## src/pkg/oce_regs.svh

```systemverilog
/*
 Register offsets, codes and timing counts of the command executor.
 Assumes inclusion by bare name from the design files.
*/
`ifndef OCE_REGS_SVH
`define OCE_REGS_SVH
`define OCE_A_CMD   6'h00
`define OCE_A_RESP  6'h01
`define OCE_A_CFG   6'h02
`define OCE_A_CHST  6'h03
`define OCE_A_MV    4'h1
`define OCE_A_LAT   6'h08
`define OCE_CMD_LEN 8'h04
`define OCE_REL_ALL 8'hFF
`define OCE_CLK_MHZ 10
`define OCE_BOOT_NS 10000
`define OCE_BOOT_CYC ((`OCE_BOOT_NS * `OCE_CLK_MHZ + 999) / 1000)
`define OCE_RC_OK   16'h0000
`define OCE_RC_LONG 16'h1001
`define OCE_RC_SHRT 16'h1002
`define OCE_RC_PRM  16'h1100
`define OCE_RC_UNSP 16'h0402
`define OCE_RC_RUN  16'h2201
`define OCE_RC_STOP 16'h2202
`define OCE_RC_MODE 16'h2203
`define OCE_RC_DEV  16'h7011
`define OCE_RC_CFGE 16'h7012
`define OCE_RC_NACC 16'h7013
`define OCE_RC_NVB  16'h7014
`define OCE_RC_BOOT 16'h7015
`define OCE_RC_ELAT 16'h7016
`define OCE_RC_CTLM 16'h7020
`define OCE_RC_SWC  16'h7021
`define OCE_RC_OUTM 16'h7030
`define OCE_RC_MAN  16'h7041
`define OCE_RC_TUNE 16'h7042
`endif

```

## src/pkg/oce_pkg.sv

```systemverilog
/*
 Types of the command executor: command codes and state records.
 Assumes the constants header is on the include path.
*/
package oce_pkg;
	typedef enum logic [7:0] {
		OCE_WMODE = 8'h04, OCE_SWRST = 8'h06, OCE_RUN = 8'h0A,
		OCE_STOP = 8'h0B, OCE_MAN = 8'h0C, OCE_AUTO = 8'h0D,
		OCE_AT40 = 8'h0E, OCE_AT100 = 8'h0F, OCE_ATCAN = 8'h10,
		OCE_BANK0 = 8'h1E, OCE_BANK3 = 8'h21, OCE_LSP = 8'h22,
		OCE_RSP = 8'h23, OCE_RSTERR = 8'h2D, OCE_ALM1 = 8'h32,
		OCE_ALMALL = 8'h35, OCE_SAVE1 = 8'h37, OCE_INIT = 8'h38,
		OCE_SAVE2 = 8'h39, OCE_UCFG = 8'h3B
	} oce_cmd_e;
	typedef struct packed {
		logic        aw_got;
		logic [7:0]  aw_addr;
		logic        w_got;
		logic [31:0] w_data;
		logic [3:0]  w_strb;
		logic        bvalid;
		logic [1:0]  bresp;
		logic [1:0]  rd_ph;
		logic [7:0]  ar_addr;
		logic        rvalid;
		logic [1:0]  rresp;
		logic [31:0] rdata;
		logic [15:0] resp;
		logic        ram_mode;
		logic        alm_en;
		logic [3:0]  onoff;
		logic [3:0]  stune;
		logic        maint;
		logic [3:0]  run;
		logic [3:0]  manual;
		logic [3:0]  at40;
		logic [3:0]  at100;
		logic [7:0]  bank;
		logic [3:0]  rsp;
		logic [11:0] alm_lat;
		logic [3:0]  htr_lat;
		logic [3:0]  st_pend;
		logic [7:0]  boot_cnt;
		logic        nv_commit;
		logic        nv_save_run;
		logic        nv_save_all;
		logic        prm_init;
		logic        swr;
	} oce_state_s;
	typedef struct packed {
		logic [3:0][15:0] mem;
		logic [15:0]      rdata;
	} oce_mem_s;
endpackage

```

## src/verilog/oce_mvmem.sv

```systemverilog
/*
 Four-word store of output values saved at auto-to-manual switches.
 Assumes one writer and one reader on the same clock; read data register.
*/
`timescale 1ns/1ns
module oce_mvmem (
	input  wire logic        ref_clk,
	input  wire logic        rst,
	input  wire logic        we,
	input  wire logic [1:0]  waddr,
	input  wire logic [15:0] wdata,
	input  wire logic [1:0]  raddr,
	output logic      [15:0] rdata
);
	oce_pkg::oce_mem_s s_r;
	oce_pkg::oce_mem_s s_nxt;

	// Read old word first, write after; a same-cycle clash returns the old value
	always_comb begin
		s_nxt = s_r;
		s_nxt.rdata = s_r.mem[raddr];
		if (we)
			s_nxt.mem[waddr] = wdata;
	end

	always_ff @(posedge ref_clk or posedge rst) begin
		if (rst)
			s_r <= '0;
		else
			s_r <= s_nxt;
	end

	assign rdata = s_r.rdata;
endmodule

```

## src/verilog/oce_top.sv

```systemverilog
/*
 Operation command executor with an AXI4-Lite register slave.
 Assumes status inputs and event pulses come from logic on ref_clk.
*/
// Implementation choices: the AXI4-Lite interface to the registers and the register addresses.
`timescale 1ns/1ns
`include "oce_regs.svh"
module oce_top (
	input  wire logic        ref_clk,
	input  wire logic        rst,
	input  wire logic [7:0]  s_axi_awaddr,
	input  wire logic        s_axi_awvalid,
	output logic             s_axi_awready,
	input  wire logic [31:0] s_axi_wdata,
	input  wire logic [3:0]  s_axi_wstrb,
	input  wire logic        s_axi_wvalid,
	output logic             s_axi_wready,
	output logic      [1:0]  s_axi_bresp,
	output logic             s_axi_bvalid,
	input  wire logic        s_axi_bready,
	input  wire logic [7:0]  s_axi_araddr,
	input  wire logic        s_axi_arvalid,
	output logic             s_axi_arready,
	output logic      [31:0] s_axi_rdata,
	output logic      [1:0]  s_axi_rresp,
	output logic             s_axi_rvalid,
	input  wire logic        s_axi_rready,
	input  wire logic        dev_error,
	input  wire logic        cfg_error,
	input  wire logic        cmd_inhibit,
	input  wire logic        nvm_busy,
	input  wire logic        porta_wr,
	input  wire logic        portb_wr,
	input  wire logic        portb_runtime,
	input  wire logic [11:0] alarm_evt,
	input  wire logic [3:0]  htr_evt,
	input  wire logic [63:0] mv_in,
	output logic      [3:0]  run_out,
	output logic      [3:0]  manual_out,
	output logic      [7:0]  bank_out,
	output logic      [3:0]  rsp_out,
	output logic      [11:0] alarm_latch,
	output logic      [3:0]  heater_latch,
	output logic             nv_commit,
	output logic             nv_save_run,
	output logic             nv_save_all,
	output logic             param_init,
	output logic             soft_reset
);
	localparam oce_pkg::oce_state_s RST = '{
		ram_mode: 1'b1,
		boot_cnt: 8'(`OCE_BOOT_CYC),
		default: '0
	};

	oce_pkg::oce_state_s s_r;
	oce_pkg::oce_state_s s_nxt;
	logic        mwe;
	logic [1:0]  mwa;
	logic [15:0] mrd;
	logic        cmd_fire;
	logic [7:0]  c_code;
	logic [7:0]  c_rel;
	logic [7:0]  c_len;
	logic [15:0] glob_rc;

	// Channel selector: one bit, all four, or none for a bad value
	function automatic logic [3:0] ch_mask(input logic [7:0] rel);
		if (rel == `OCE_REL_ALL)
			ch_mask = 4'hF;
		else if (rel < 8'h04)
			ch_mask = 4'(4'h1 << rel[1:0]);
		else
			ch_mask = 4'h0;
	endfunction

	// Power-cycle image that keeps only the bus handshake in flight
	function automatic oce_pkg::oce_state_s soft_rst(
		input oce_pkg::oce_state_s x);
		soft_rst = RST;
		soft_rst.aw_got = x.aw_got;
		soft_rst.aw_addr = x.aw_addr;
		soft_rst.w_got = x.w_got;
		soft_rst.w_data = x.w_data;
		soft_rst.w_strb = x.w_strb;
		soft_rst.bvalid = x.bvalid;
		soft_rst.bresp = x.bresp;
		soft_rst.rd_ph = x.rd_ph;
		soft_rst.ar_addr = x.ar_addr;
		soft_rst.rvalid = x.rvalid;
		soft_rst.rresp = x.rresp;
		soft_rst.rdata = x.rdata;
	endfunction

	oce_mvmem u_mvmem (
		.ref_clk (ref_clk),
		.rst     (rst),
		.we      (mwe),
		.waddr   (mwa),
		.wdata   (mv_in[mwa*16 +: 16]),
		.raddr   (s_r.ar_addr[3:2]),
		.rdata   (mrd)
	);

	// Command decode shared by the executor and its checks
	assign cmd_fire = s_r.aw_got && s_r.w_got && !s_r.bvalid &&
		s_r.aw_addr[7:2] == `OCE_A_CMD && s_r.w_strb[2:0] == 3'h7;
	assign c_code = s_r.w_data[7:0];
	assign c_rel = s_r.w_data[15:8];
	assign c_len = s_r.w_data[23:16];

	// Checks that refuse any command before it executes; only the maintenance check looks at its code
	always_comb begin
		if (c_len > `OCE_CMD_LEN)
			glob_rc = `OCE_RC_LONG;
		else if (c_len < `OCE_CMD_LEN)
			glob_rc = `OCE_RC_SHRT;
		else if (s_r.boot_cnt != 8'h00 || s_r.swr)
			glob_rc = `OCE_RC_BOOT;
		else if (dev_error)
			glob_rc = `OCE_RC_DEV;
		else if (cfg_error)
			glob_rc = `OCE_RC_CFGE;
		else if (cmd_inhibit)
			glob_rc = `OCE_RC_NACC;
		else if (nvm_busy || s_r.st_pend != 4'h0)
			glob_rc = `OCE_RC_NVB;
		else if (s_r.maint && c_code != oce_pkg::OCE_SWRST)
			glob_rc = `OCE_RC_MODE;
		else
			glob_rc = `OCE_RC_OK;
	end

	// Next state: bus slave, executor, latches, saved-value writer
	always_comb begin
		logic [3:0] m;
		logic [3:0] tune;
		logic [15:0] rc;
		logic [5:0] wa;
		logic [5:0] ra;
		m = ch_mask(c_rel);
		tune = s_r.at40 | s_r.at100;
		rc = `OCE_RC_OK;
		wa = s_r.aw_addr[7:2];
		ra = s_r.ar_addr[7:2];
		s_nxt = s_r;
		mwe = 1'b0;
		mwa = 2'h0;
		// Port-A commits except while soft_reset is high; port B only in backup or fixed params
		s_nxt.nv_commit = porta_wr |
			(portb_wr & (~s_r.ram_mode | ~portb_runtime));
		s_nxt.nv_save_run = 1'b0;
		s_nxt.nv_save_all = 1'b0;
		s_nxt.prm_init = 1'b0;
		s_nxt.swr = 1'b0;
		if (s_r.boot_cnt != 8'h00)
			s_nxt.boot_cnt = s_r.boot_cnt - 8'h01;
		// One saved value per cycle, lowest channel first
		if (s_r.st_pend != 4'h0) begin
			mwe = 1'b1;
			for (int i = 3; i >= 0; i--) begin
				if (s_r.st_pend[i])
					mwa = 2'(i);
			end
			s_nxt.st_pend[mwa] = 1'b0;
		end
		// Address and data captured independently
		if (s_axi_awvalid && s_axi_awready) begin
			s_nxt.aw_got = 1'b1;
			s_nxt.aw_addr = s_axi_awaddr;
		end
		if (s_axi_wvalid && s_axi_wready) begin
			s_nxt.w_got = 1'b1;
			s_nxt.w_data = s_axi_wdata;
			s_nxt.w_strb = s_axi_wstrb;
		end
		if (s_r.bvalid && s_axi_bready)
			s_nxt.bvalid = 1'b0;
		if (s_r.aw_got && s_r.w_got && !s_r.bvalid) begin
			s_nxt.aw_got = 1'b0;
			s_nxt.w_got = 1'b0;
			s_nxt.bvalid = 1'b1;
			s_nxt.bresp = 2'h0;
			if (wa == `OCE_A_CFG) begin
				if (s_r.w_strb[0]) begin
					s_nxt.alm_en = s_r.w_data[1];
					s_nxt.onoff = s_r.w_data[5:2];
				end
				if (s_r.w_strb[1]) begin
					s_nxt.stune = s_r.w_data[9:6];
					s_nxt.maint = s_r.w_data[10];
				end
			end else if (wa != `OCE_A_CMD && wa != `OCE_A_RESP &&
				wa != `OCE_A_CHST && wa[5:2] != `OCE_A_MV &&
				wa != `OCE_A_LAT)
				s_nxt.bresp = 2'h2;
		end
		// Executor: a whole-channel group is applied or refused as one
		if (cmd_fire && glob_rc != `OCE_RC_OK)
			rc = glob_rc;
		else if (cmd_fire) begin
			unique case (c_code) inside
			oce_pkg::OCE_WMODE: begin
				// Mode change alone never triggers a save
				if (c_rel == 8'h00)
					s_nxt.ram_mode = 1'b0;
				else if (c_rel == 8'h01)
					s_nxt.ram_mode = 1'b1;
				else
					rc = `OCE_RC_PRM;
			end
			oce_pkg::OCE_SWRST: begin
				if (c_rel == 8'h00)
					s_nxt.swr = 1'b1;
				else
					rc = `OCE_RC_PRM;
			end
			oce_pkg::OCE_RUN, oce_pkg::OCE_STOP: begin
				if (m == 4'h0)
					rc = `OCE_RC_PRM;
				else if (c_code == oce_pkg::OCE_STOP)
					s_nxt.run = s_r.run & ~m;
				else if (s_r.htr_lat != 4'h0)
					rc = `OCE_RC_ELAT;
				else
					s_nxt.run = s_r.run | m;
			end
			oce_pkg::OCE_MAN: begin
				if (m == 4'h0)
					rc = `OCE_RC_PRM;
				else if ((m & s_r.onoff) != 4'h0)
					rc = `OCE_RC_OUTM;
				else begin
					s_nxt.st_pend = m & ~s_r.manual;
					s_nxt.manual = s_r.manual | m;
					s_nxt.at40 = s_r.at40 & ~m;
					s_nxt.at100 = s_r.at100 & ~m;
					s_nxt.stune = s_r.stune & ~m;
				end
			end
			oce_pkg::OCE_AUTO: begin
				if (m == 4'h0)
					rc = `OCE_RC_PRM;
				else
					s_nxt.manual = s_r.manual & ~m;
			end
			[oce_pkg::OCE_AT40 : oce_pkg::OCE_ATCAN]: begin
				if (m == 4'h0)
					rc = `OCE_RC_PRM;
				else if ((m & ~s_r.run) != 4'h0)
					rc = `OCE_RC_STOP;
				else if ((m & s_r.manual) != 4'h0)
					rc = `OCE_RC_MAN;
				else if ((m & s_r.onoff) != 4'h0)
					rc = `OCE_RC_CTLM;
				else if (c_code == oce_pkg::OCE_AT40 &&
					(m & s_r.at100) != 4'h0)
					rc = `OCE_RC_SWC;
				else if (c_code == oce_pkg::OCE_AT100 &&
					(m & s_r.at40) != 4'h0)
					rc = `OCE_RC_SWC;
				else if (c_code == oce_pkg::OCE_AT40)
					s_nxt.at40 = s_r.at40 | m;
				else if (c_code == oce_pkg::OCE_AT100)
					s_nxt.at100 = s_r.at100 | m;
				else begin
					s_nxt.at40 = s_r.at40 & ~m;
					s_nxt.at100 = s_r.at100 & ~m;
				end
			end
			[oce_pkg::OCE_BANK0 : oce_pkg::OCE_RSP]: begin
				if (m == 4'h0)
					rc = `OCE_RC_PRM;
				else if ((m & tune) != 4'h0)
					rc = `OCE_RC_TUNE;
				else if (c_code == oce_pkg::OCE_LSP)
					s_nxt.rsp = s_r.rsp & ~m;
				else if (c_code == oce_pkg::OCE_RSP)
					s_nxt.rsp = s_r.rsp | m;
				else begin
					for (int i = 0; i < 4; i++) begin
						if (m[i])
							s_nxt.bank[2*i +: 2] = 2'(c_code - 8'h1E);
					end
				end
			end
			oce_pkg::OCE_RSTERR: begin
				if (c_rel == 8'h00)
					s_nxt.htr_lat = 4'h0;
				else
					rc = `OCE_RC_PRM;
			end
			[oce_pkg::OCE_ALM1 : oce_pkg::OCE_ALMALL]: begin
				// Without latching enabled this clear has no effect; bits latched earlier stay held
				if (m == 4'h0)
					rc = `OCE_RC_PRM;
				else if (s_r.alm_en) begin
					for (int i = 0; i < 4; i++) begin
						for (int k = 0; k < 3; k++) begin
							if (m[i] && (c_code == 8'h35 ||
								c_code[1:0] == 2'(k + 2)))
								s_nxt.alm_lat[3*i + k] = 1'b0;
						end
					end
				end
			end
			oce_pkg::OCE_SAVE1: begin
				if (c_rel == `OCE_REL_ALL)
					s_nxt.nv_save_run = 1'b1;
				else
					rc = `OCE_RC_PRM;
			end
			oce_pkg::OCE_INIT: begin
				// Defaults in working memory; storage left untouched
				if (c_rel == 8'h00) begin
					s_nxt.prm_init = 1'b1;
					s_nxt.bank = 8'h00;
					s_nxt.rsp = 4'h0;
				end else
					rc = `OCE_RC_PRM;
			end
			oce_pkg::OCE_SAVE2: begin
				if (c_rel != `OCE_REL_ALL)
					rc = `OCE_RC_PRM;
				else if (s_r.run != 4'h0)
					rc = `OCE_RC_RUN;
				else
					s_nxt.nv_save_all = 1'b1;
			end
			oce_pkg::OCE_UCFG:
				rc = `OCE_RC_UNSP;
			default:
				rc = `OCE_RC_PRM;
			endcase
		end
		if (cmd_fire)
			s_nxt.resp = rc;
		// Events set after clears so a same-cycle event survives
		s_nxt.alm_lat = s_nxt.alm_lat | (alarm_evt & {12{s_r.alm_en}});
		s_nxt.htr_lat = s_nxt.htr_lat | htr_evt;
		// Read: phase 1 lets the saved-value store register its word
		if (s_axi_arvalid && s_axi_arready) begin
			s_nxt.rd_ph = 2'h1;
			s_nxt.ar_addr = s_axi_araddr;
		end else if (s_r.rd_ph == 2'h1)
			s_nxt.rd_ph = 2'h2;
		else if (s_r.rd_ph == 2'h2) begin
			s_nxt.rd_ph = 2'h0;
			s_nxt.rvalid = 1'b1;
			s_nxt.rresp = 2'h0;
			s_nxt.rdata = 32'h0000_0000;
			if (ra == `OCE_A_RESP)
				s_nxt.rdata = {14'h0000, s_r.boot_cnt != 8'h00,
					s_r.st_pend != 4'h0, s_r.resp};
			else if (ra == `OCE_A_CFG)
				s_nxt.rdata = {21'h000000, s_r.maint, s_r.stune,
					s_r.onoff, s_r.alm_en, s_r.ram_mode};
			else if (ra == `OCE_A_CHST)
				s_nxt.rdata = {4'h0, s_r.bank, s_r.rsp, s_r.at100,
					s_r.at40, s_r.manual, s_r.run};
			else if (ra[5:2] == `OCE_A_MV)
				s_nxt.rdata = {16'h0000, mrd};
			else if (ra == `OCE_A_LAT)
				s_nxt.rdata = {16'h0000, s_r.htr_lat, s_r.alm_lat};
			else if (ra != `OCE_A_CMD)
				s_nxt.rresp = 2'h2;
		end
		if (s_r.rvalid && s_axi_rready)
			s_nxt.rvalid = 1'b0;
		// Software reset lands one cycle after its pulse
		if (s_r.swr)
			s_nxt = soft_rst(s_nxt);
	end

	always_ff @(posedge ref_clk or posedge rst) begin
		if (rst)
			s_r <= RST;
		else
			s_r <= s_nxt;
	end

	// Ready terms are combinational; everything else is registered
	assign s_axi_awready = !s_r.aw_got && !s_r.bvalid;
	assign s_axi_wready  = !s_r.w_got && !s_r.bvalid;
	assign s_axi_arready = s_r.rd_ph == 2'h0 && !s_r.rvalid;
	assign s_axi_bvalid  = s_r.bvalid;
	assign s_axi_bresp   = s_r.bresp;
	assign s_axi_rvalid  = s_r.rvalid;
	assign s_axi_rresp   = s_r.rresp;
	assign s_axi_rdata   = s_r.rdata;
	assign run_out       = s_r.run;
	assign manual_out    = s_r.manual;
	assign bank_out      = s_r.bank;
	assign rsp_out       = s_r.rsp;
	assign alarm_latch   = s_r.alm_lat;
	assign heater_latch  = s_r.htr_lat;
	assign nv_commit     = s_r.nv_commit;
	assign nv_save_run   = s_r.nv_save_run;
	assign nv_save_all   = s_r.nv_save_all;
	assign param_init    = s_r.prm_init;
	assign soft_reset    = s_r.swr;
endmodule
```

## config.mk

```make
export PLATFORM = sky130hd
export DESIGN_NAME = oce_top
export DESIGN_NICKNAME = d
export VERILOG_FILES = /design/src/pkg/oce_pkg.sv /design/src/verilog/oce_mvmem.sv /design/src/verilog/oce_top.sv
export VERILOG_INCLUDE_DIRS = /design/src /design/src/pkg
export SDC_FILE = /design/constraint.sdc
export NUM_CORES = 1
export LEC_CHECK = 0
export CORE_MARGIN = 2
export CORE_UTILIZATION = 60
export CTS_BUF_LIST = sky130_fd_sc_hd__clkbuf_8
export DETAILED_ROUTE_END_ITERATION = 6
export DONT_BUFFER_PORTS = 1
export PLACE_DENSITY = 0.81
export SYNTH_ARGS = -nofsm -noshare
export SYNTH_HDL_FRONTEND = slang
export SYNTH_HIERARCHICAL = 1
export SYNTH_SLANG_ARGS = --single-unit
```

## constraint.sdc

```tcl
create_clock -name ref_clk -period 14.9 [get_ports ref_clk]
set_input_delay 2.98 -clock ref_clk [delete_from_list [all_inputs] [get_ports ref_clk]]
set_output_delay 2.98 -clock ref_clk [all_outputs]
set_load 0.005 [all_outputs]
```

==> results of run 1 <==
[worst max-delay path, delay by kind of cell]
kind,cells,cell delay [ns]
AO/OA/AOI/OAI,3,1.64
AND/OR/NAND/NOR,4,1.51
[layer usage]
metal / track usage, % / routed length [um] / vias up
met3: 8.349 / 3718 / 102
met4: 12.71 / 1429 / 0
li1: - / - / 4224
met2: 50.63 / 16440 / 564
met5: 0 / 0 / -
met1: 42.28 / 13520 / 4739
[power by group through the flow]
stage	Combinational (mW)	Clock, mW	Sequential (mW)
2_1_floorplan	0.602	0	0.897
3_3_place_gp	0.603	0	1.01
3_5_place_dp	0.621	0	1.02
4_1_cts	0.624	0.578	1.00
5_1_grt	0.687	0.610	1.03
6_report	0.628	0.570	1.01
[registers in the layout, summed over array words and instances, names as in the netlist, 8 cells and up]
name,flops
s_axi_rdata,28
bank_out,8
s_r,62
c_code,8
c_rel,8
u_mvmem/rdata,16
alarm_latch,12
c_len,8
u_mvmem/s_r,64
[cells in the mapped netlist (15+ instances only)]
library cell	instances
a211oi_1	24
a21oi_1	45
a222oi_1	16
a31oi_1	24
and2_1	19
buf_4	90
clkbuf_1	50
dfrtp_1	235
inv_1	20
mux2_2	108
mux2i_1	15
mux4_2	16
nand2_1	131
nand3_1	15
nor2_1	91
nor3_1	26
nor4_1	15
o21a_1	16
o21ai_0	87
o31ai_1	16
[how the worst min path moves through the flow]
stage / to / slack (ns) / cells after the start
final: s_r[132] / 0.46 / 0
after global placement: s_r[132] / 0.44 / 0
after floorplan: s_r[77] / 0.45 / 1
after global routing: s_r[132] / 0.48 / 0
after CTS: s_r[132] / 0.46 / 0
after detailed placement: s_r[132] / 0.45 / 0
[cell families (layout without fill, tap and decap cells)]
| logic type | count (synthesis) | in the layout | synth area share [%] |
|---|---|---|---|
| adders and majority gates | 1 | 1 | 0.09934 |
| AOI/OAI and AO/OA | 290 | 290 | 15.03 |
| muxes | 139 | 139 | 13.71 |
| DFF | 239 | 239 | 47.53 |
| and+or+nand+nor | 389 | 389 | 15.28 |
| buffers and inverters | 171 | 106 | 8.038 |
| other | 1 | 6 | 0.02978 |
| xor gates and xnor gates | 4 | 4 | 0.2782 |
[layout make-up]
cell class	count	area (um2)	area share (%)
clock buffers	47	646.9	5.001
clock inverters	26	142.6	1.103
inverters	20	80.08	0.6191
multi-input cells	829	5640	43.61
flip-flops and latches	239	5988	46.30
well taps	270	337.8	2.612
repair buffers	13	97.59	0.7546
[per-stage QoR]
stage                     power [mW]  setup slack, ns  util [%]  cells
after CTS                      2.206            9.470     63.31   1444
after detailed placement       1.636            8.936     59.44   1371
after global routing           2.328            9.210     63.31   1444
after global placement         1.612            8.900     59.44   1371
final                          2.209            9.206     63.31   1444
after floorplan                1.500            7.635         -   1239
[cell usage in the layout, fill, tap and decap left out, drive strengths merged, types with 21 or more instances in the layout]
cell	count
inv	43
mux2	108
nor2	91
nor3	26
nand2	131
o21ai	90
clkbuf	47
a21oi	45
a211oi	24
and2	21
dfrtp	235
a31oi	24
==> flow_summary_export.csv, run 1 <==
group,metric,value,unit
pwr,combPwrFrac,28.4,%
flow_run,maxCapViolations,0,
grt,grt_max_degree,97,
grt,antenna_found_initial,0,
placed_design,port_buffers,0,
floorplan,die_h,148.9,um
grt,overflow,0,
status,violations,"design-rule violations",
timing,setup_viol_count_final,0,
timing,final_hold_viol_count,0,
cts,cts_buffer_depth,3,
placed_design,hpwlAfterDp,25540,um
timing,timing.setup.tns,0,ns
synth,yosys_most_used_dff,"dfrtp_1",
floorplan,dieArea,22160,um2
floorplan,start_util,61.64,%
synth,synth_area,12590,um2
routing,detail_route.vias_per_cell,6.668,
floorplan,ios,228,
pwr,swShare,37.61,%
critical_path,slowest_stage,"a2111oi_0",
cts,clock-sinks,239,
critical_path,endpoint_kind,"register",
timing,fin_skew,0.01743,ns
pwr,powerDensity,170.8,nW/um2
synth,synthDominantCellAreaShare,46.70,%
synth,synthDistinctLibCells,76,
pwr,intPower,1.379,mW
routing,avgRoutedWirePerCell,24.31,um
placed_design,place.gp.congestion,1.022,
cells_and_area,layout-drive-gt1-share,18.65,%
critical_path,arrival,6.14,ns
synth,seq_area_frac_synth,47.53,%
synth,synth_area_leader_cell,"dfrtp_1",
critical_path,critPathRequiredTime,15.35,ns
timing,finalCritPeriodShare,38.21,%
pwr,total_leakage_power,5.425,nW
synth,synth_seq_cells,239,
cells_and_area,diodes,0,
cts,clk_latency,0.56,ns
cts,cts_root_buffer,"clkbuf_8",
grt,grt_pass1_vias,9468,
critical_path,start_kind,"input pin",
cells_and_area,syn2layout_area_growth,2.703,%
critical_path,crit_start,"cmd_inhibit",
grt,grt_usage,31.91,%
hold_path,holdCritPathClass,"register to register",
critical_path,r2r-start,"s_r[14]",
timing,finalCriticalPeriod,5.694,ns
timing,slew_viol_final,0,
synth,syn_area_per_cell,10.21,um2
routing,vias,9629,
cells_and_area,fillerInstances,1624,
routing,dr.pass1.iters,7,
floorplan,die_x,148.9,um
pwr,vdd_drop_max,99.71,uV
routing,final_antenna_net_count,0,
critical_path,crit_chain,"nor4_1 > nand4_1 > nor4_2 > nand2_1 > a2111oi_0 > o22ai_1 > o31ai_1",
cells_and_area,finalInstanceArea,12930,um2
critical_path,slowest_delay,0.92,ns
timing,max_freq,0.1756,GHz
pwr,p_clk_share,25.8,%
critical_path,ff2ff_path_depth,7,
routing,initialDrtViolationCount,1047,
floorplan,core-area,20430,um2
synth,synth_area_leaders,"dfrtp_1 47%, mux2_2 9.7%, buf_4 5.4%, nand2_1 3.9%, o21ai_0 3.5%",
timing,worstMarginPinSlew,1.232,ns
floorplan,core.rowCount,52,
critical_path,critPathMaxFanout,6,
routing,drc_errors,1,
cts,cts-resized-gates,0,
synth,postSynthCellCount,1234,
pwr,pwr-share-seq,45.8,%
critical_path,crit_type,"input pin to register",
cts,post_cts_buffers,0,
synth,synth_warnings,6,
placed_design,dpl-instance-area,12140,um2
hold_path,hold_path_startpoint,"s_r[131]",
cts,cts_buffers,40,
pwr,switchingPower,0.8309,mW
critical_path,timing.rr.end,"manual_out[0]",
cts,cts_tree,"built",
synth,async_flop_share,100.0,%
cells_and_area,nNetsFinal,1290,
status,status,"finished with violations",
timing,rsz0062_at_grt,"false",
grt,grt_pass1_wl,54040,um
timing,hold_ws,0.4583,ns
synth,synth-edff-count,0,
critical_path,endpoint,"manual_out[0]",
critical_path,rrSetupSlack,10.52,ns
cts,cts.clk_slew.worst_paths,0.06,ns
cts,htreeDepth,2,
routing,finalWirelength,35110,um
cts,cts_hold_buffers,0,
timing,slew_headroom,17.13,%
(Power assumes the default switching activity.)
==> inputs of run 2 (changes only) <==
==> constraint.sdc (replaced) <==
create_clock -name ref_clk -period 5.27 [get_ports ref_clk]
set_input_delay 1.054 -clock ref_clk [delete_from_list [all_inputs] [get_ports ref_clk]]
set_output_delay 1.054 -clock ref_clk [all_outputs]
set_load 0.005 [all_outputs]
==> flow_summary_export.csv, run 2 (synthesis results as in run 1) <==
group,metric,value,unit
critical_path,start_kind,"register",
placed_design,dpl-instance-area,12190,um2
timing,max_freq,0.2750,GHz
cells_and_area,nNetsFinal,1293,
critical_path,crit_buf_inv,1,
critical_path,slowest_stage,"a2111oi_0",
timing,rsz0062_at_grt,"false",
timing,final_hold_viol_count,0,
floorplan,core-area,20430,um2
grt,grt_pass1_wl,54650,um
cts,cts_root_buffer,"clkbuf_8",
grt,grt_max_degree,159,
floorplan,start_util,61.64,%
floorplan,dieArea,22160,um2
cells_and_area,syn2layout_area_growth,3.199,%
floorplan,die_x,148.9,um
pwr,switchingPower,2.355,mW
critical_path,slowest_delay,0.77,ns
timing,fin_skew,0.03446,ns
grt,grt_usage,32.08,%
critical_path,r2r-start,"s_axi_bvalid",
critical_path,crit_chain,"nand3b_1 > nand4b_1 > nor4_2 > buf_4 > nand2_1 > a2111oi_0 > o22ai_1 > o31ai_1",
cells_and_area,largest_reg_flops,64,
pwr,pwr-share-seq,45.4,%
cts,clock-sinks,239,
cts,cts_tree,"built",
cells_and_area,final_common_cell,"dfrtp_1",
cells_and_area,mostFrequentLayoutCells,"233 x dfrtp_1, 131 x nand2_1, 108 x mux2_2",
critical_path,arrival,4.08,ns
status,status,"finished with violations",
placed_design,port_buffers,0,
routing,avgRoutedWirePerCell,24.52,um
cts,post_cts_buffers,0,
critical_path,critPathRequiredTime,5.71,ns
floorplan,ios,228,
pwr,swShare,37.23,%
flow_run,maxCapViolations,0,
cts,clk_latency,0.56,ns
cts,cts.clk_slew.worst_paths,0.06,ns
critical_path,timing.rr.end,"manual_out[3]",
critical_path,path_delay_family,"simple AND/OR/NAND/NOR gates",
critical_path,endpoint_kind,"register",
placed_design,place.gp.congestion,1.002,
cts,cts_buffers,39,
routing,dr.pass1.iters,7,
routing,vias,9691,
placed_design,hpwlAfterDp,25580,um
routing,drc_errors,9,
timing,slew_headroom,27.58,%
pwr,powerDensity,486.8,nW/um2
pwr,combPwrFrac,28.3,%
pwr,intPower,3.971,mW
cts,htreeDepth,2,
pwr,total_power,6.326,mW
cells_and_area,finalInstanceArea,13000,um2
routing,initialDrtViolationCount,1083,
status,violations,"design-rule violations",
timing,worstMarginPinSlew,1.086,ns
floorplan,die_h,148.9,um
critical_path,ff2ff_path_depth,8,
pwr,p_clk_share,26.4,%
cells_and_area,fillerInstances,1687,
critical_path,crit_type,"register to register",
timing,timing.setup.tns,0,ns
routing,detail_route.vias_per_cell,6.716,
critical_path,critPathMaxFanout,11,
cts,cts-resized-gates,0,
timing,finalCriticalPeriod,3.637,ns
hold_path,holdCritPathClass,"input pin to asynchronous set/reset pin",
cts,cts_hold_buffers,0,
routing,final_antenna_net_count,0,
grt,antenna_found_initial,1,
critical_path,rrSetupSlack,1.63,ns
pwr,vdd_drop_max,266.7,uV
floorplan,core.rowCount,52,
timing,setup_viol_count_final,0,
timing,slew_viol_final,0,
cts,cts_buffer_depth,3,
pwr,total_leakage_power,5.417,nW
cells_and_area,regMostFlops,"u_mvmem/s_r",
grt,overflow,0,
grt,grt_pass1_vias,9585,
routing,finalWirelength,35390,um
cells_and_area,layout-drive-gt1-share,19.37,%
timing,finalCritPeriodShare,69.01,%
-- run 2: area by class of cell --
class / count / area, um2 / area share [%]
multi-input combinational: 829 / 5640 / 43.40
inverter: 20 / 78.83 / 0.6065
timing repair buffer: 17 / 140.1 / 1.078
tap: 270 / 337.8 / 2.599
clock inverter: 19 / 147.6 / 1.136
antenna: 1 / 2.502 / 0.01925
clock buffer: 48 / 660.6 / 5.083
sequential: 239 / 5988 / 46.08
-- run 2: routing by layer --
| layer | track usage, % | share of wire (%) |
|---|---|---|
| met4 | 12.67 | 4.2 |
| met3 | 7.492 | 9.3 |
| met2 | 51.32 | 47 |
| met5 | 0 | 0 |
| met1 | 42.75 | 39 |
-- run 2: stage by stage --
| step | worst slack [ns] | utilization [%] | hold slack (ns) | cells |
|---|---|---|---|---|
| 2_1_floorplan | 2.164 | - | 0.4486 | 1239 |
| 3_3_place_gp | 1.630 | 59.65 | 0.4414 | 1375 |
| 3_5_place_dp | 1.480 | 59.65 | 0.4594 | 1375 |
| 4_1_cts | 1.708 | 63.60 | 0.2340 | 1442 |
| 5_1_grt | 1.404 | 63.61 | 0.2301 | 1443 |
| 6_report | 1.633 | 63.61 | 0.2539 | 1443 |
-- run 2: worst max path at each step --
stage | startpoint | cells past startpoint | to
2_1_floorplan | rst | 1 | u_mvmem/rdata[0]
3_3_place_gp | cmd_inhibit | 8 | manual_out[3]
3_5_place_dp | cmd_inhibit | 8 | manual_out[1]
4_1_cts | s_axi_bvalid | 8 | manual_out[1]
5_1_grt | s_axi_bvalid | 8 | manual_out[3]
6_report | s_axi_bvalid | 8 | manual_out[3]
-- run 2: worst reg2reg max path, stage by stage (launching register included) --
cell,delay (ns)
dfrtp_1,0.45
nand3b_1,0.32
nand4b_1,0.58
nor4_2,0.41
buf_4,0.21
nand2_1,0.14
a2111oi_0,0.77
o22ai_1,0.37
o31ai_1,0.30
-- run 2: power groups by stage --
stage          logic, mW  clock network [mW]  registers [mW]
5_1_grt             1.96                1.77            2.93
2_1_floorplan       1.70                   0            2.54
3_5_place_dp        1.76                   0            2.88
3_3_place_gp        1.71                   0            2.86
6_report            1.79                1.67            2.87
4_1_cts             1.77                1.69            2.85
==> inputs of run 3 (changes only) <==
--- a/config.mk
+++ b/config.mk
@@ -11,7 +11,7 @@
 export CTS_BUF_LIST = sky130_fd_sc_hd__clkbuf_8
 export DETAILED_ROUTE_END_ITERATION = 6
 export DONT_BUFFER_PORTS = 1
-export PLACE_DENSITY = 0.81
+export PLACE_DENSITY = 0.84
 export SYNTH_ARGS = -nofsm -noshare
 export SYNTH_HDL_FRONTEND = slang
 export SYNTH_HIERARCHICAL = 1
==> constraint.sdc (replaced) <==
create_clock -name ref_clk -period 3.2 [get_ports ref_clk]
set_input_delay 0.64 -clock ref_clk [delete_from_list [all_inputs] [get_ports ref_clk]]
set_output_delay 0.64 -clock ref_clk [all_outputs]
set_load 0.005 [all_outputs]
==> flow_summary_export.csv, run 3 (synthesis results as in run 1) <==
group,metric,value,unit
grt,antenna_found_initial,1,
grt,grt_use_met1,42.43,%
cells_and_area,final_common_cell,"dfrtp_1",
cts,cts.clk_slew.worst_paths,0.06,ns
timing,setup_viol_count_final,0,
pwr,p_clk_share,26.0,%
cells_and_area,nNetsFinal,1343,
pwr,intPower,6.763,mW
placed_design,place.gp.congestion,1.030,
cts,clk_latency,0.56,ns
critical_path,slowest_delay,0.65,ns
pwr,powerDensity,797.0,nW/um2
floorplan,ios,228,
routing,vias,9944,
floorplan,start_util,61.64,%
floorplan,die_h,148.9,um
cells_and_area,largest_reg_flops,64,
grt,grt_busiest_layer,"met2",
cts,cts_buffer_depth,3,
pwr,total_leakage_power,5.707,nW
pwr,switchingPower,3.990,mW
cells_and_area,fin_cells,1498,
timing,worstMarginPinSlew,1.077,ns
floorplan,dieArea,22160,um2
placed_design,port_buffers,0,
floorplan,die_x,148.9,um
placed_design,dpl_worst_slack,0.04295,ns
cts,post_cts_buffers,0,
cts,cts_buffers,40,
cts,clock-sinks,239,
routing,dr.pass1.iters,7,
hold_path,holdCritPathClass,"input pin to asynchronous set/reset pin",
cts,htreeDepth,2,
pwr,pwr-share-seq,42.4,%
cells_and_area,layout-drive-gt1-share,23.62,%
pwr,swShare,37.11,%
cells_and_area,diodes,0,
timing,finalCritPeriodShare,96.03,%
cells_and_area,regMostFlops,"u_mvmem/s_r",
cells_and_area,mostFrequentLayoutCells,"233 x dfrtp_1, 131 x nand2_1, 108 x mux2_2",
grt,overflow,0,
timing,fin_skew,0.02617,ns
status,status,"finished, final reports clean",
flow_run,maxCapViolations,0,
placed_design,dpl.cell_count,1423,
routing,finalWirelength,36190,um
cts,cts_root_buffer,"clkbuf_8",
critical_path,crit_chain,"or4_1 > o32ai_1 > nand2_1 > o2111ai_1 > nor2_1 > a21o_1 > o21ai_1 > mux2_2",
timing,rsz0062_at_grt,"false",
routing,avgRoutedWirePerCell,24.16,um
grt,grt_pass1_vias,9782,
pwr,vdd_drop_max,427.6,uV
timing,slew_headroom,27.69,%
floorplan,core.rowCount,52,
critical_path,slowest_stage,"or4_1",
timing,slew_viol_final,0,
routing,final_antenna_net_count,0,
floorplan,core-area,20430,um2
grt,grt_max_degree,91,
grt,met2_usage,52.34,%
critical_path,crit_type,"register to register",
grt,grt_usage,32.63,%
grt,met3_usage,7.706,%
critical_path,critPathMaxFanout,6,
critical_path,endpoint_kind,"register",
placed_design,hpwlAfterDp,26370,um
grt,grt_pass1_wl,55720,um
pwr,combPwrFrac,31.6,%
critical_path,critPathRequiredTime,3.63,ns
cells_and_area,syn2layout_area_growth,7.134,%
timing,finalCriticalPeriod,3.073,ns
timing,final_hold_viol_count,0,
critical_path,start_kind,"register",
timing,setup_ws,0.1270,ns
routing,initialDrtViolationCount,1191,
timing,timing.setup.tns,0,ns
critical_path,arrival,3.50,ns
timing,max_freq,0.3254,GHz
routing,detail_route.vias_per_cell,6.638,
cells_and_area,fillerInstances,1587,
routing,drc_errors,0,
cts,cts_tree,"built",
run 3: cell types whose count changed in the layout (fill, tap and decap cells not counted), moves of 2 or more:
cell,previous run,this run
a211oi_1,24,22
clkbuf_8,48,55
a211oi_2,0,2
buf_4,16,62
o31ai_1,16,14
buf_12,1,3
bufinv_16,2,0
inv_1,30,32
run 3: power groups by stage:
stage	Sequential, mW	Combinational [mW]	Clock, mW
after floorplan	4.18	2.80	0
after global placement	4.53	3.23	0
after detailed placement	4.57	3.31	0
after CTS	4.52	3.33	2.83
after global routing	4.64	3.69	2.98
final	4.56	3.40	2.80
run 3: area by class of cell:
type	count	area [um2]	share of cell area [%]
timing repair buffer	66	535.5	3.969
tap	270	337.8	2.504
inverter	20	78.83	0.5843
multi-input combinational	829	5699	42.24
sequential	239	5988	44.38
clock inverter	19	95.09	0.7048
clock buffer	55	757.0	5.611
run 3: metrics by stage:
step / instance area (um2) / total power, mW / hold WS (ns) / utilization, %
2_1_floorplan: 12620 / 6.984 / 0.4486 / -
3_3_place_gp: 12570 / 7.763 / 0.4376 / 61.53
3_5_place_dp: 12570 / 7.875 / 0.4413 / 61.53
4_1_cts: 13430 / 10.68 / 0.1470 / 65.75
5_1_grt: 13490 / 11.31 / 0.1787 / 66.04
6_report: 13490 / 10.75 / 0.1484 / 66.04
run 3: final timing paths:
kind	endpoint	from	slack (ns)	cells past startpoint
setup reg to reg	bank_out[4]	c_rel[2]	0.13	8
hold reg to reg	s_r[132]	s_r[131]	0.45	0
setup / recovery	bank_out[4]	c_rel[2]	0.13	8
min in group ref_clk	s_axi_rvalid	s_axi_rready	0.19	1
max in group asynchronous	s_r[126]	rst	1.81	3
hold / removal	u_mvmem/s_r[35]	rst	0.15	1
run 3: what timing repair did:
item / in CTS / in global routing
hold endpoints to repair: 12 / 0
resized for setup: 0 / 12
hold buffers: 1 / 0
setup endpoints to repair: 0 / 31
run 3: critical path: cells and delay by family (launching register included):
family	cells	cell delay (ns)
AOI/OAI and AO/OA	4	1.23
DFF	1	0.40
muxes	1	0.38
and+or+nand+nor	3	0.95
run 3: metal layers:
metal / up-vias / share of wire (%)
li1: 4344 / -
met1: 4891 / 39
met2: 568 / 46
met3: 141 / 9.5
met4: 0 / 5.3
met5: - / 0
